`src/dio_pkg.sv`:
```
// Constants and carrier types for the digital I/O port register block.
// Assumes a 16-bit data-space peripheral bus with byte addresses; registers sit at even addresses.

package dio_pkg;

    // ------------------------------------------------------------
    // Address map
    // ------------------------------------------------------------
    localparam logic [15:0] WINDOW_BASE       = 16'h7090;
    localparam logic [15:0] WINDOW_LAST       = 16'h709F;
    localparam logic [15:0] OFS_OUT_CTRL_A    = 16'h7090;
    localparam logic [15:0] OFS_OUT_CTRL_B    = 16'h7092;
    localparam logic [15:0] OFS_IN_STATUS_A   = 16'h7094;
    localparam logic [15:0] OFS_IN_STATUS_B   = 16'h7096;
    localparam logic [15:0] OFS_PORT_A        = 16'h7098;
    localparam logic [15:0] OFS_PORT_B        = 16'h709A;
    localparam logic [15:0] OFS_PORT_C        = 16'h709C;
    localparam logic [15:0] OFS_PORT_D        = 16'h709E;

    // ------------------------------------------------------------
    // Field layout and reset values
    // ------------------------------------------------------------
    localparam int          NUM_PORTS         = 4;
    localparam int          PORT_PINS         = 8;
    localparam int          DIR_LSB           = 8;
    localparam logic [15:0] REG_RESET         = 16'h0000;
    localparam logic [7:0]  BYTE_RESET        = 8'h00;
    localparam logic [15:0] UNMAPPED_READ     = 16'h0000;

    // ------------------------------------------------------------
    // Carriers
    // ------------------------------------------------------------
    typedef struct packed {
        logic        rd;
        logic        wr;
        logic [15:0] addr;
        logic [15:0] wdata;
    } dio_bus_req_type;

    typedef struct packed {
        logic [7:0] dir;
        logic [7:0] data;
    } dio_port_reg_type;

endpackage

```
`src/dio_port_regs.sv`:
```
// Digital I/O port register block: two output control words, two input
// status words and four 8-bit bidirectional ports with direction control.
// Assumes a synchronous single-cycle data-space bus on clk; pins and
// status lines arrive from outside the clock domain.

`timescale 1ns/1ps
`default_nettype none

module dio_port_regs (
    // Clock and reset
    input  wire logic                   clk,
    input  wire logic                   rstn,
    // Peripheral data-space bus
    input  wire dio_pkg::dio_bus_req_type bus_req,
    output var  logic [15:0]            bus_rdata,
    output var  logic                   bus_rvalid,
    // Output control and input status lines
    output var  logic [15:0]            out_line_bits_a,
    output var  logic [15:0]            out_line_bits_b,
    input  wire logic [15:0]            in_level_bits_a,
    input  wire logic [15:0]            in_level_bits_b,
    // Bidirectional ports, index 0..3 for A..D
    input  wire logic [3:0][7:0]        pin_in,
    output var  logic [3:0][7:0]        pin_out,
    output var  logic [3:0][7:0]        pin_oe
);

    // ------------------------------------------------------------
    // Address decode
    // ------------------------------------------------------------
    function automatic logic in_window(input logic [15:0] a);
        return (a >= dio_pkg::WINDOW_BASE) && (a <= dio_pkg::WINDOW_LAST);
    endfunction

    function automatic logic hit(input logic [15:0] a, input logic [15:0] ofs);
        return in_window(a) && (a == ofs);
    endfunction

    // ------------------------------------------------------------
    // Input synchronisers
    // ------------------------------------------------------------
    // Stage one is read only by stage two; metastability stays contained.
    logic [15:0]      sync1_a_q;
    logic [15:0]      sync2_a_q;
    logic [15:0]      sync1_b_q;
    logic [15:0]      sync2_b_q;
    logic [3:0][7:0]  pin_sync1_q;
    logic [3:0][7:0]  pin_sync2_q;

    always_ff @(posedge clk or negedge rstn) begin
        if (!rstn) begin
            sync1_a_q   <= dio_pkg::REG_RESET;
            sync2_a_q   <= dio_pkg::REG_RESET;
            sync1_b_q   <= dio_pkg::REG_RESET;
            sync2_b_q   <= dio_pkg::REG_RESET;
            pin_sync1_q <= '0;
            pin_sync2_q <= '0;
        end else begin
            sync1_a_q   <= in_level_bits_a;
            sync2_a_q   <= sync1_a_q;
            sync1_b_q   <= in_level_bits_b;
            sync2_b_q   <= sync1_b_q;
            pin_sync1_q <= pin_in;
            pin_sync2_q <= pin_sync1_q;
        end
    end

    // ------------------------------------------------------------
    // Output control registers
    // ------------------------------------------------------------
    // All 16 bits store, even where a device leaves a line unconnected.
    always_ff @(posedge clk or negedge rstn) begin
        if (!rstn) begin
            out_line_bits_a <= dio_pkg::REG_RESET;
            out_line_bits_b <= dio_pkg::REG_RESET;
        end else if (bus_req.wr) begin
            if (hit(bus_req.addr, dio_pkg::OFS_OUT_CTRL_A)) begin
                out_line_bits_a <= bus_req.wdata;
            end
            if (hit(bus_req.addr, dio_pkg::OFS_OUT_CTRL_B)) begin
                out_line_bits_b <= bus_req.wdata;
            end
        end
    end

    // ------------------------------------------------------------
    // Bidirectional port registers
    // ------------------------------------------------------------
    localparam logic [15:0] PORT_OFS [4] = '{dio_pkg::OFS_PORT_A, dio_pkg::OFS_PORT_B,
                                              dio_pkg::OFS_PORT_C, dio_pkg::OFS_PORT_D};

    dio_pkg::dio_port_reg_type port_q [4];

    genvar gp;
    generate
        for (gp = 0; gp < dio_pkg::NUM_PORTS; gp++) begin : g_port
            always_ff @(posedge clk or negedge rstn) begin
                if (!rstn) begin
                    port_q[gp].dir  <= dio_pkg::BYTE_RESET;
                    port_q[gp].data <= dio_pkg::BYTE_RESET;
                    pin_out[gp]     <= dio_pkg::BYTE_RESET;
                    pin_oe[gp]      <= dio_pkg::BYTE_RESET;
                end else if (bus_req.wr && hit(bus_req.addr, PORT_OFS[gp])) begin
                    port_q[gp].dir  <= bus_req.wdata[15:dio_pkg::DIR_LSB];
                    port_q[gp].data <= bus_req.wdata[7:0];
                    // Pins follow the register directly, no extra stage.
                    pin_out[gp]     <= bus_req.wdata[7:0];
                    pin_oe[gp]      <= bus_req.wdata[15:dio_pkg::DIR_LSB];
                end
            end
        end
    endgenerate

    // ------------------------------------------------------------
    // Read path
    // ------------------------------------------------------------
    function automatic logic [15:0] port_view(input dio_pkg::dio_port_reg_type r,
                                              input logic [7:0] sensed);
        // Output pins return the stored value, input pins the sensed level.
        return {r.dir, (r.dir & r.data) | (~r.dir & sensed)};
    endfunction

    logic [15:0] rdata_d;

    always_comb begin
        rdata_d = dio_pkg::UNMAPPED_READ;
        if (hit(bus_req.addr, dio_pkg::OFS_OUT_CTRL_A)) begin
            rdata_d = out_line_bits_a;
        end else if (hit(bus_req.addr, dio_pkg::OFS_OUT_CTRL_B)) begin
            rdata_d = out_line_bits_b;
        end else if (hit(bus_req.addr, dio_pkg::OFS_IN_STATUS_A)) begin
            rdata_d = sync2_a_q;
        end else if (hit(bus_req.addr, dio_pkg::OFS_IN_STATUS_B)) begin
            rdata_d = sync2_b_q;
        end else if (hit(bus_req.addr, dio_pkg::OFS_PORT_A)) begin
            rdata_d = port_view(port_q[0], pin_sync2_q[0]);
        end else if (hit(bus_req.addr, dio_pkg::OFS_PORT_B)) begin
            rdata_d = port_view(port_q[1], pin_sync2_q[1]);
        end else if (hit(bus_req.addr, dio_pkg::OFS_PORT_C)) begin
            rdata_d = port_view(port_q[2], pin_sync2_q[2]);
        end else if (hit(bus_req.addr, dio_pkg::OFS_PORT_D)) begin
            rdata_d = port_view(port_q[3], pin_sync2_q[3]);
        end
    end

    // Registered read answer: data one cycle after the strobe.
    always_ff @(posedge clk or negedge rstn) begin
        if (!rstn) begin
            bus_rdata  <= dio_pkg::UNMAPPED_READ;
            bus_rvalid <= 1'b0;
        end else begin
            bus_rvalid <= bus_req.rd;
            if (bus_req.rd) begin
                bus_rdata <= rdata_d;
            end
        end
    end

endmodule

`default_nettype wire

```
`config.mk`:
```
export PLATFORM = sky130hd
export DESIGN_NAME = dio_port_regs
export DESIGN_NICKNAME = d
export VERILOG_FILES = /design/src/dio_pkg.sv /design/src/dio_port_regs.sv
export SDC_FILE = /design/constraint.sdc
export NUM_CORES = 1
export LEC_CHECK = 0
export ABC_AREA = 1
export BUFFER_PORTS_ARGS = -buffer_cell sky130_fd_sc_hd__buf_4
export CORE_UTILIZATION = 45
export DETAILED_ROUTE_END_ITERATION = 10
export MAX_ROUTING_LAYER = met4
export PLACE_DENSITY_LB_ADDON = 0.12
export SETUP_SLACK_MARGIN = 0.02
export SYNTH_ARGS = -nofsm -noshare
export SYNTH_HDL_FRONTEND = slang
export SYNTH_SLANG_ARGS = --single-unit
export TNS_END_PERCENT = 50
```
`constraint.sdc`:
```
create_clock -name clk -period 1 [get_ports clk]
set_input_delay 0.1 -clock clk [delete_from_list [all_inputs] [get_ports clk]]
set_output_delay 0.1 -clock clk [all_outputs]
set_load 0.02 [all_outputs]
```
==> flow_metrics.py, run 1 <==
metrics = {
    "synth": {
        "synth_xor_area_share_pct": 0,
        "netlist.area_leader.share_pct": 67.8,
        "synth_top_family_by_area": "simple AND/OR/NAND/NOR gates",
        "yosys_warnings": 0,
        "synth_compound_area_share_pct": 7.20,
        "netlist_top_cells_count": "dfrtp_1, nand2_1, o21ai_0",
        "synth_seq_cells": 241,
        "avgSynthCellArea_um2": 10.2,
        "synthAdderAreaFrac_pct": 0,
        "synth.most_common_cell": "dfrtp_1",
        "synth.mux.area_fraction_pct": 0,
        "ys_seq_area_share_pct": 67.8,
        "synth_area_leader_cell": "dfrtp_1",
        "synthCells": 868,
        "synth_edf_count": 0,
        "synth.distinct_cells": 19,
        "synth_ff_type": "dfrtp_1",
        "synth_fp_nets": 968,
        "async_flop_share_pct": 100,
        "synth-simple-area-share_pct": 19.5,
        "syn-cell-area_um2": 8890,
        "ys_top_cells_by_area": "dfrtp_1, nand2_1, o21ai_0",
    },
    "layout": {
        "fin_nets": 1414,
        "antenna_cells": 0,
        "fin_cells": 1598,
        "syn_to_final_growth_pct": 64.8,
        "layout-drive-gt1-share_pct": 37.0,
    },
    "setup_path": {
        "r2r_start": "port_q[12]",
        "max_stage_delay_ns": 0.42,
        "cp_common_cell": "nand2_1",
        "path_max_fanout": 4,
        "crit_chain": "nand2_1 > o21ai_2 > nand3_1 > nand4_1 > nor2_2 > nand4_1 > nand2_1 > nand2_1",
        "crit_required_ns": 1.41,
        "startpoint_type": "flip-flop",
        "path_buf_inv": 0,
        "cp_top_family": "simple AND/OR/NAND/NOR gates",
        "cp.arrival_ns": 1.81,
        "crit_slowest_cell": "dfrtp_1",
        "critPathKind": "reg2reg",
        "startpoint": "port_q[12]",
        "end_kind": "flip-flop",
    },
    "floorplan": {
        "io-pin-count": 213,
        "fp-row-count": 51,
        "initial_core_util_pct": 45.8,
        "coreArea_um2": 19400,
        "die_x_um": 143,
        "dieArea_um2": 20300,
        "chipHeight_um": 143,
    },
    "sta": {
        "max_freq_ghz": 0.716,
        "max-slew-margin-rel_pct": 73.5,
        "setup_slack_ns": -0.397,
        "period_share_pct": 140,
        "rsz0062_at_grt": "true",
        "finClkSkew_ns": 0.00723,
        "hold_violations": 0,
        "setup_tns_ns": -31.18,
        "setup_viol": 131,
        "tightest_slew_ns": 0.397,
        "fin_crit_ns": 1.40,
        "slew_viol_final": 0,
    },
    "drt": {
        "dr.pass1.iters": 5,
        "wirelength_um": 27800,
        "via_per_inst": 4.96,
        "wl_per_cell_um": 17.4,
        "post-route-drc-count": 0,
        "drtAntennaViolNets": 0,
        "via_count": 7925,
        "drt_iter0_drc": 423,
    },
    "clocking": {
        "clkTransAtPathRegs_ns": 0.06,
        "numClockSinks": 241,
        "cts_tree": "done",
        "cts-root-buf": "clkbuf_16",
        "cts_buffer_depth": 3,
        "cts-htree-levels": 1,
        "clk_latency_ns": 0.52,
        "cts_buffers": 26,
    },
    "global_route": {
        "grtUsageTotal_pct": 28.3,
        "busiest_layer": "met2",
        "grt_max_degree": 37,
        "met1_usage_pct": 33.3,
        "antenna_found_initial": 0,
        "grtUsageMet2_pct": 47.7,
        "grt_pass1_vias": 7967,
        "grt_overflow": 0,
        "grt_pass1_wl_um": 42100,
        "met3_usage_pct": 5.65,
    },
    "run_status": {
        "violations": "setup timing",
        "status": "complete, but fails checks",
    },
    "place": {
        "portBuffers": 212,
        "hpwl_um": 17900,
        "gp_congestion": 0.930,
        "place_inst": 1436,
        "pre_cts_ws_ns": -0.568,
    },
    "min_path": {
        "min_path_type": "in2reg",
        "hold_start": "bus_req[12]",
    },
    "power": {
        "cellLeakagePower_nw": 7.14,
        "vdd_drop_max_mv": 1.19,
        "power_mw": 21.0,
        "power.density_nw_per_um2": 1430,
    },
    "run": {
        "max_cap_violations": 0,
    },
}
## placed cells by master, fill, tap and decap left out, types with 8 or more instances in the layout
master,n
clkbuf_16,27
inv_1,68
o21ai_0,50
nor2_4,9
clkbuf_8,8
nand4_1,32
nor2_2,9
dlygate4sd3_1,78
buf_12,16
nand3_1,49
nor2_1,30
dfrtp_1,232
nand2_2,8
o21ai_1,69
dfrtp_2,9
nand2_1,227
o21ai_2,9
buf_6,192
buf_4,167
nand3_2,23
## area by class of cell
class	instances	area, µm²
Timing Repair Buffer	454	4530
Fill cell	1335	4750
Tap cell	265	332
Multi-Input combinational cell	518	2570
Sequential cell	241	6040
Inverter	73	284
Clock buffer	40	805
Clock inverter	7	88.8
## flip-flops by register name, summed over array words and instances, names as in the netlist
register / count
sync1_a_q: 16
sync1_b_q: 16
pin_sync2_q: 32
sync2_b_q: 16
bus_rvalid: 1
pin_sync1_q: 32
out_line_bits_b: 16
port_q: 56
out_line_bits_a: 16
sync2_a_q: 16
pin_out: 8
bus_rdata: 16
## where the power goes
| group | switching [mW] | internal (mW) |
|---|---|---|
| Combinational | 0.573 | 0.578 |
| Sequential | 0.0738 | 10.0 |
| Clock | 3.74 | 6.02 |
| Total | 4.39 | 16.6 |
## cell families (layout without fill, tap and decap cells)
family,Yosys count,after routing
simple gates,390,390
flops,241,241
compound gates,128,128
buf+inv,109,574
## tightest hold or removal path, cell delays in order
cell,delay [ns]
buf_4,0.08
inv_1,0.15
o21ai_1,0.17
## timing repair
item / CTS / global route
resized for setup: 200 / 81
endpoints found under the hold margin: 374 / 0
setup endpoints to repair: 132 / 198
buffers inserted: 16 / 31
pin swaps: 33 / 71
hold buffers: 78 / 0
gates cloned: 0 / 0
## worst paths after layout
check	end	cells after the start	slack, ns
worst max-delay path	bus_rdata[4]	8	-0.40
worst min-delay path	port_q[60]	3	0.007
worst max register to register	bus_rdata[4]	8	-0.40
worst min register to register	sync2_b_q[13]	0	0.35
max in group asynchronous	sync2_a_q[4]	3	0.42
min in group asynchronous	sync2_b_q[2]	2	0.06
## stage by stage
stage	hold WS, ns	area [µm²]	utilization [%]
2_1_floorplan	-0.196	8980	-
3_3_place_gp	0.00419	11800	60.8
3_5_place_dp	0.00120	11800	60.8
4_1_cts	0.000991	14300	73.6
5_1_grt	0.0316	14700	75.5
6_report	0.00687	14700	75.5
## layer usage
| metal | share of wire [%] | wire length [µm] | vias up |
|---|---|---|---|
| met5 | 0 | 0 | - |
| met4 | 3.9 | 1090 | 0 |
| met3 | 7.0 | 1950 | 67 |
| met2 | 50 | 14000 | 312 |
| met1 | 39 | 10800 | 3838 |
| li1 | - | - | 3708 |
No activity file was read; power rests on OpenSTA's default activity.
==> inputs of run 2 (changes only) <==
--- a/config.mk
+++ b/config.mk
@@ -6,9 +6,9 @@
 export NUM_CORES = 1
 export LEC_CHECK = 0
 export ABC_AREA = 1
-export BUFFER_PORTS_ARGS = -buffer_cell sky130_fd_sc_hd__buf_4
 export CORE_UTILIZATION = 45
 export DETAILED_ROUTE_END_ITERATION = 10
+export DONT_BUFFER_PORTS = 1
 export MAX_ROUTING_LAYER = met4
 export PLACE_DENSITY_LB_ADDON = 0.12
 export SETUP_SLACK_MARGIN = 0.02
==> flow_metrics.py, run 2 (synthesized netlist as in run 1, its figures left out) <==
metrics = {
    "global_route": {
        "grt_overflow": 0,
        "grt_pass1_wl_um": 40900,
        "grtUsageTotal_pct": 27.8,
        "grt_pass1_vias": 7505,
        "antenna_found_initial": 0,
        "grt_max_degree": 242,
    },
    "clocking": {
        "ctsHoldBuffers": 81,
        "cts_buffers": 25,
        "cts_buffer_depth": 3,
        "clkTransAtPathRegs_ns": 0.06,
        "cts-root-buf": "clkbuf_16",
        "cts-htree-levels": 1,
        "cts_tree": "done",
        "clk_latency_ns": 0.52,
        "numClockSinks": 241,
    },
    "place": {
        "gp_congestion": 0.902,
        "placed_area_um2": 10500,
        "hpwl_um": 17600,
        "portBuffers": 0,
    },
    "layout": {
        "seq_area_um2": 6050,
        "syn_to_final_growth_pct": 49.4,
        "multi_input_area_um2": 2570,
        "top_regs": "port_q: 56 flops, pin_sync1_q: 32 flops, pin_sync2_q: 32 flops",
        "fin_area_um2": 13300,
        "final_cell_mix": "nand2_1, dfrtp_1, buf_6, dlygate4sd3_1, o21ai_1",
        "fin_nets": 1266,
        "fill_cells": 1529,
        "largest_register_ffs": 56,
        "regMostFlops": "port_q",
        "layout_commonest_cell": "nand2_1",
        "layout-drive-gt1-share_pct": 29.2,
        "antenna_cells": 0,
    },
    "sta": {
        "rsz0062_at_grt": "true",
        "setup_viol": 129,
        "max-slew-margin-rel_pct": 63.6,
        "hold_violations": 258,
        "fin_crit_ns": 1.48,
        "worst_hold_slack_ns": -0.715,
        "tightest_slew_ns": 0.545,
        "slew_viol_final": 0,
        "finClkSkew_ns": 0.0137,
        "max_freq_ghz": 0.677,
        "setup_slack_ns": -0.477,
        "period_share_pct": 148,
    },
    "drt": {
        "via_per_inst": 5.08,
        "dr.pass1.iters": 5,
        "wirelength_um": 27200,
        "drtAntennaViolNets": 0,
        "drt_iter0_drc": 301,
        "wl_per_cell_um": 18.7,
        "via_count": 7355,
        "post-route-drc-count": 0,
    },
    "floorplan": {
        "fp-row-count": 51,
        "die_x_um": 143,
        "chipHeight_um": 143,
        "coreArea_um2": 19400,
        "initial_core_util_pct": 45.8,
        "dieArea_um2": 20300,
        "io-pin-count": 213,
    },
    "setup_path": {
        "end_kind": "flip-flop",
        "startpoint_type": "flip-flop",
        "cp.arrival_ns": 1.89,
        "critPathKind": "reg2reg",
        "path_max_fanout": 4,
        "crit_required_ns": 1.41,
        "r2r_slack_ns": -0.48,
    },
    "min_path": {
        "min_path_type": "in2async",
    },
    "power": {
        "cellLeakagePower_nw": 6.33,
        "power.density_nw_per_um2": 1520,
        "vdd_drop_max_mv": 1.46,
    },
    "run_status": {
        "violations": "hold timing, setup timing",
        "status": "complete, but fails checks",
    },
    "run": {
        "max_cap_violations": 0,
    },
}
## run 2: worst paths after layout
check                               from         endpoint  depth (start not counted)
hold / removal                      rstn  pin_sync2_q[31]                          0
max in group asynchronous           rstn     bus_rdata[7]                          0
min in group clk             bus_req[33]       bus_rvalid                          0
setup / recovery              port_q[43]     bus_rdata[3]                          8
hold reg to reg            sync1_b_q[11]    sync2_b_q[11]                          0
setup reg to reg              port_q[43]     bus_rdata[3]                          8
## run 2: area by class of cell
class | instances | area share [%]
flip-flops and latches | 241 | 45.5
repair buffers | 307 | 24.1
multi-input cells | 518 | 19.4
clock buffers | 35 | 5.37
well taps | 265 | 2.50
inverters | 73 | 2.14
clock inverters | 10 | 0.970
## run 2: what timing repair did
| action | in CTS | in global routing |
|---|---|---|
| gates resized for setup | 181 | 70 |
| pin swaps | 46 | 67 |
| setup buffers | 27 | 30 |
| hold endpoints to repair | 417 | 258 |
| endpoints found under the setup margin | 129 | 225 |
## run 2: critical path, cell delays in order (launching register included)
cell     delay, ns
dfrtp_2       0.44
nand2_1       0.07
o21ai_1       0.08
nand3_1       0.09
nand4_1       0.21
nor2_2        0.25
nand4_1       0.10
nand2_1       0.07
nand2_1       0.04
## run 2: metrics by stage
step	cells	total power, mW	util (%)	setup TNS [ns]	setup WS (ns)
floorplan	868	10.4	-	-15.94	-0.169
global route	1449	20.8	68.5	-31.89	-0.551
CTS	1430	20.3	67.0	-29.70	-0.510
detailed placement	1279	10.5	54.3	-39.63	-0.650
finish	1449	20.1	68.5	-26.57	-0.477
global placement	1279	10.5	54.3	-37.40	-0.642
## run 2: per-layer routing
layer	track usage [%]	part of all wire [%]
met1	32.9	40
met2	46.2	50
met3	6.26	7.1
met4	10.7	3.4
met5	-	0
## run 2: power breakdown
group | internal (mW) | leakage [nW] | total (mW) | switching, mW
logic | 0.290 | 2.87 | 0.555 | 0.264
registers | 10.0 | 3.05 | 10.1 | 0.0872
clock network | 5.73 | 0.420 | 9.49 | 3.75
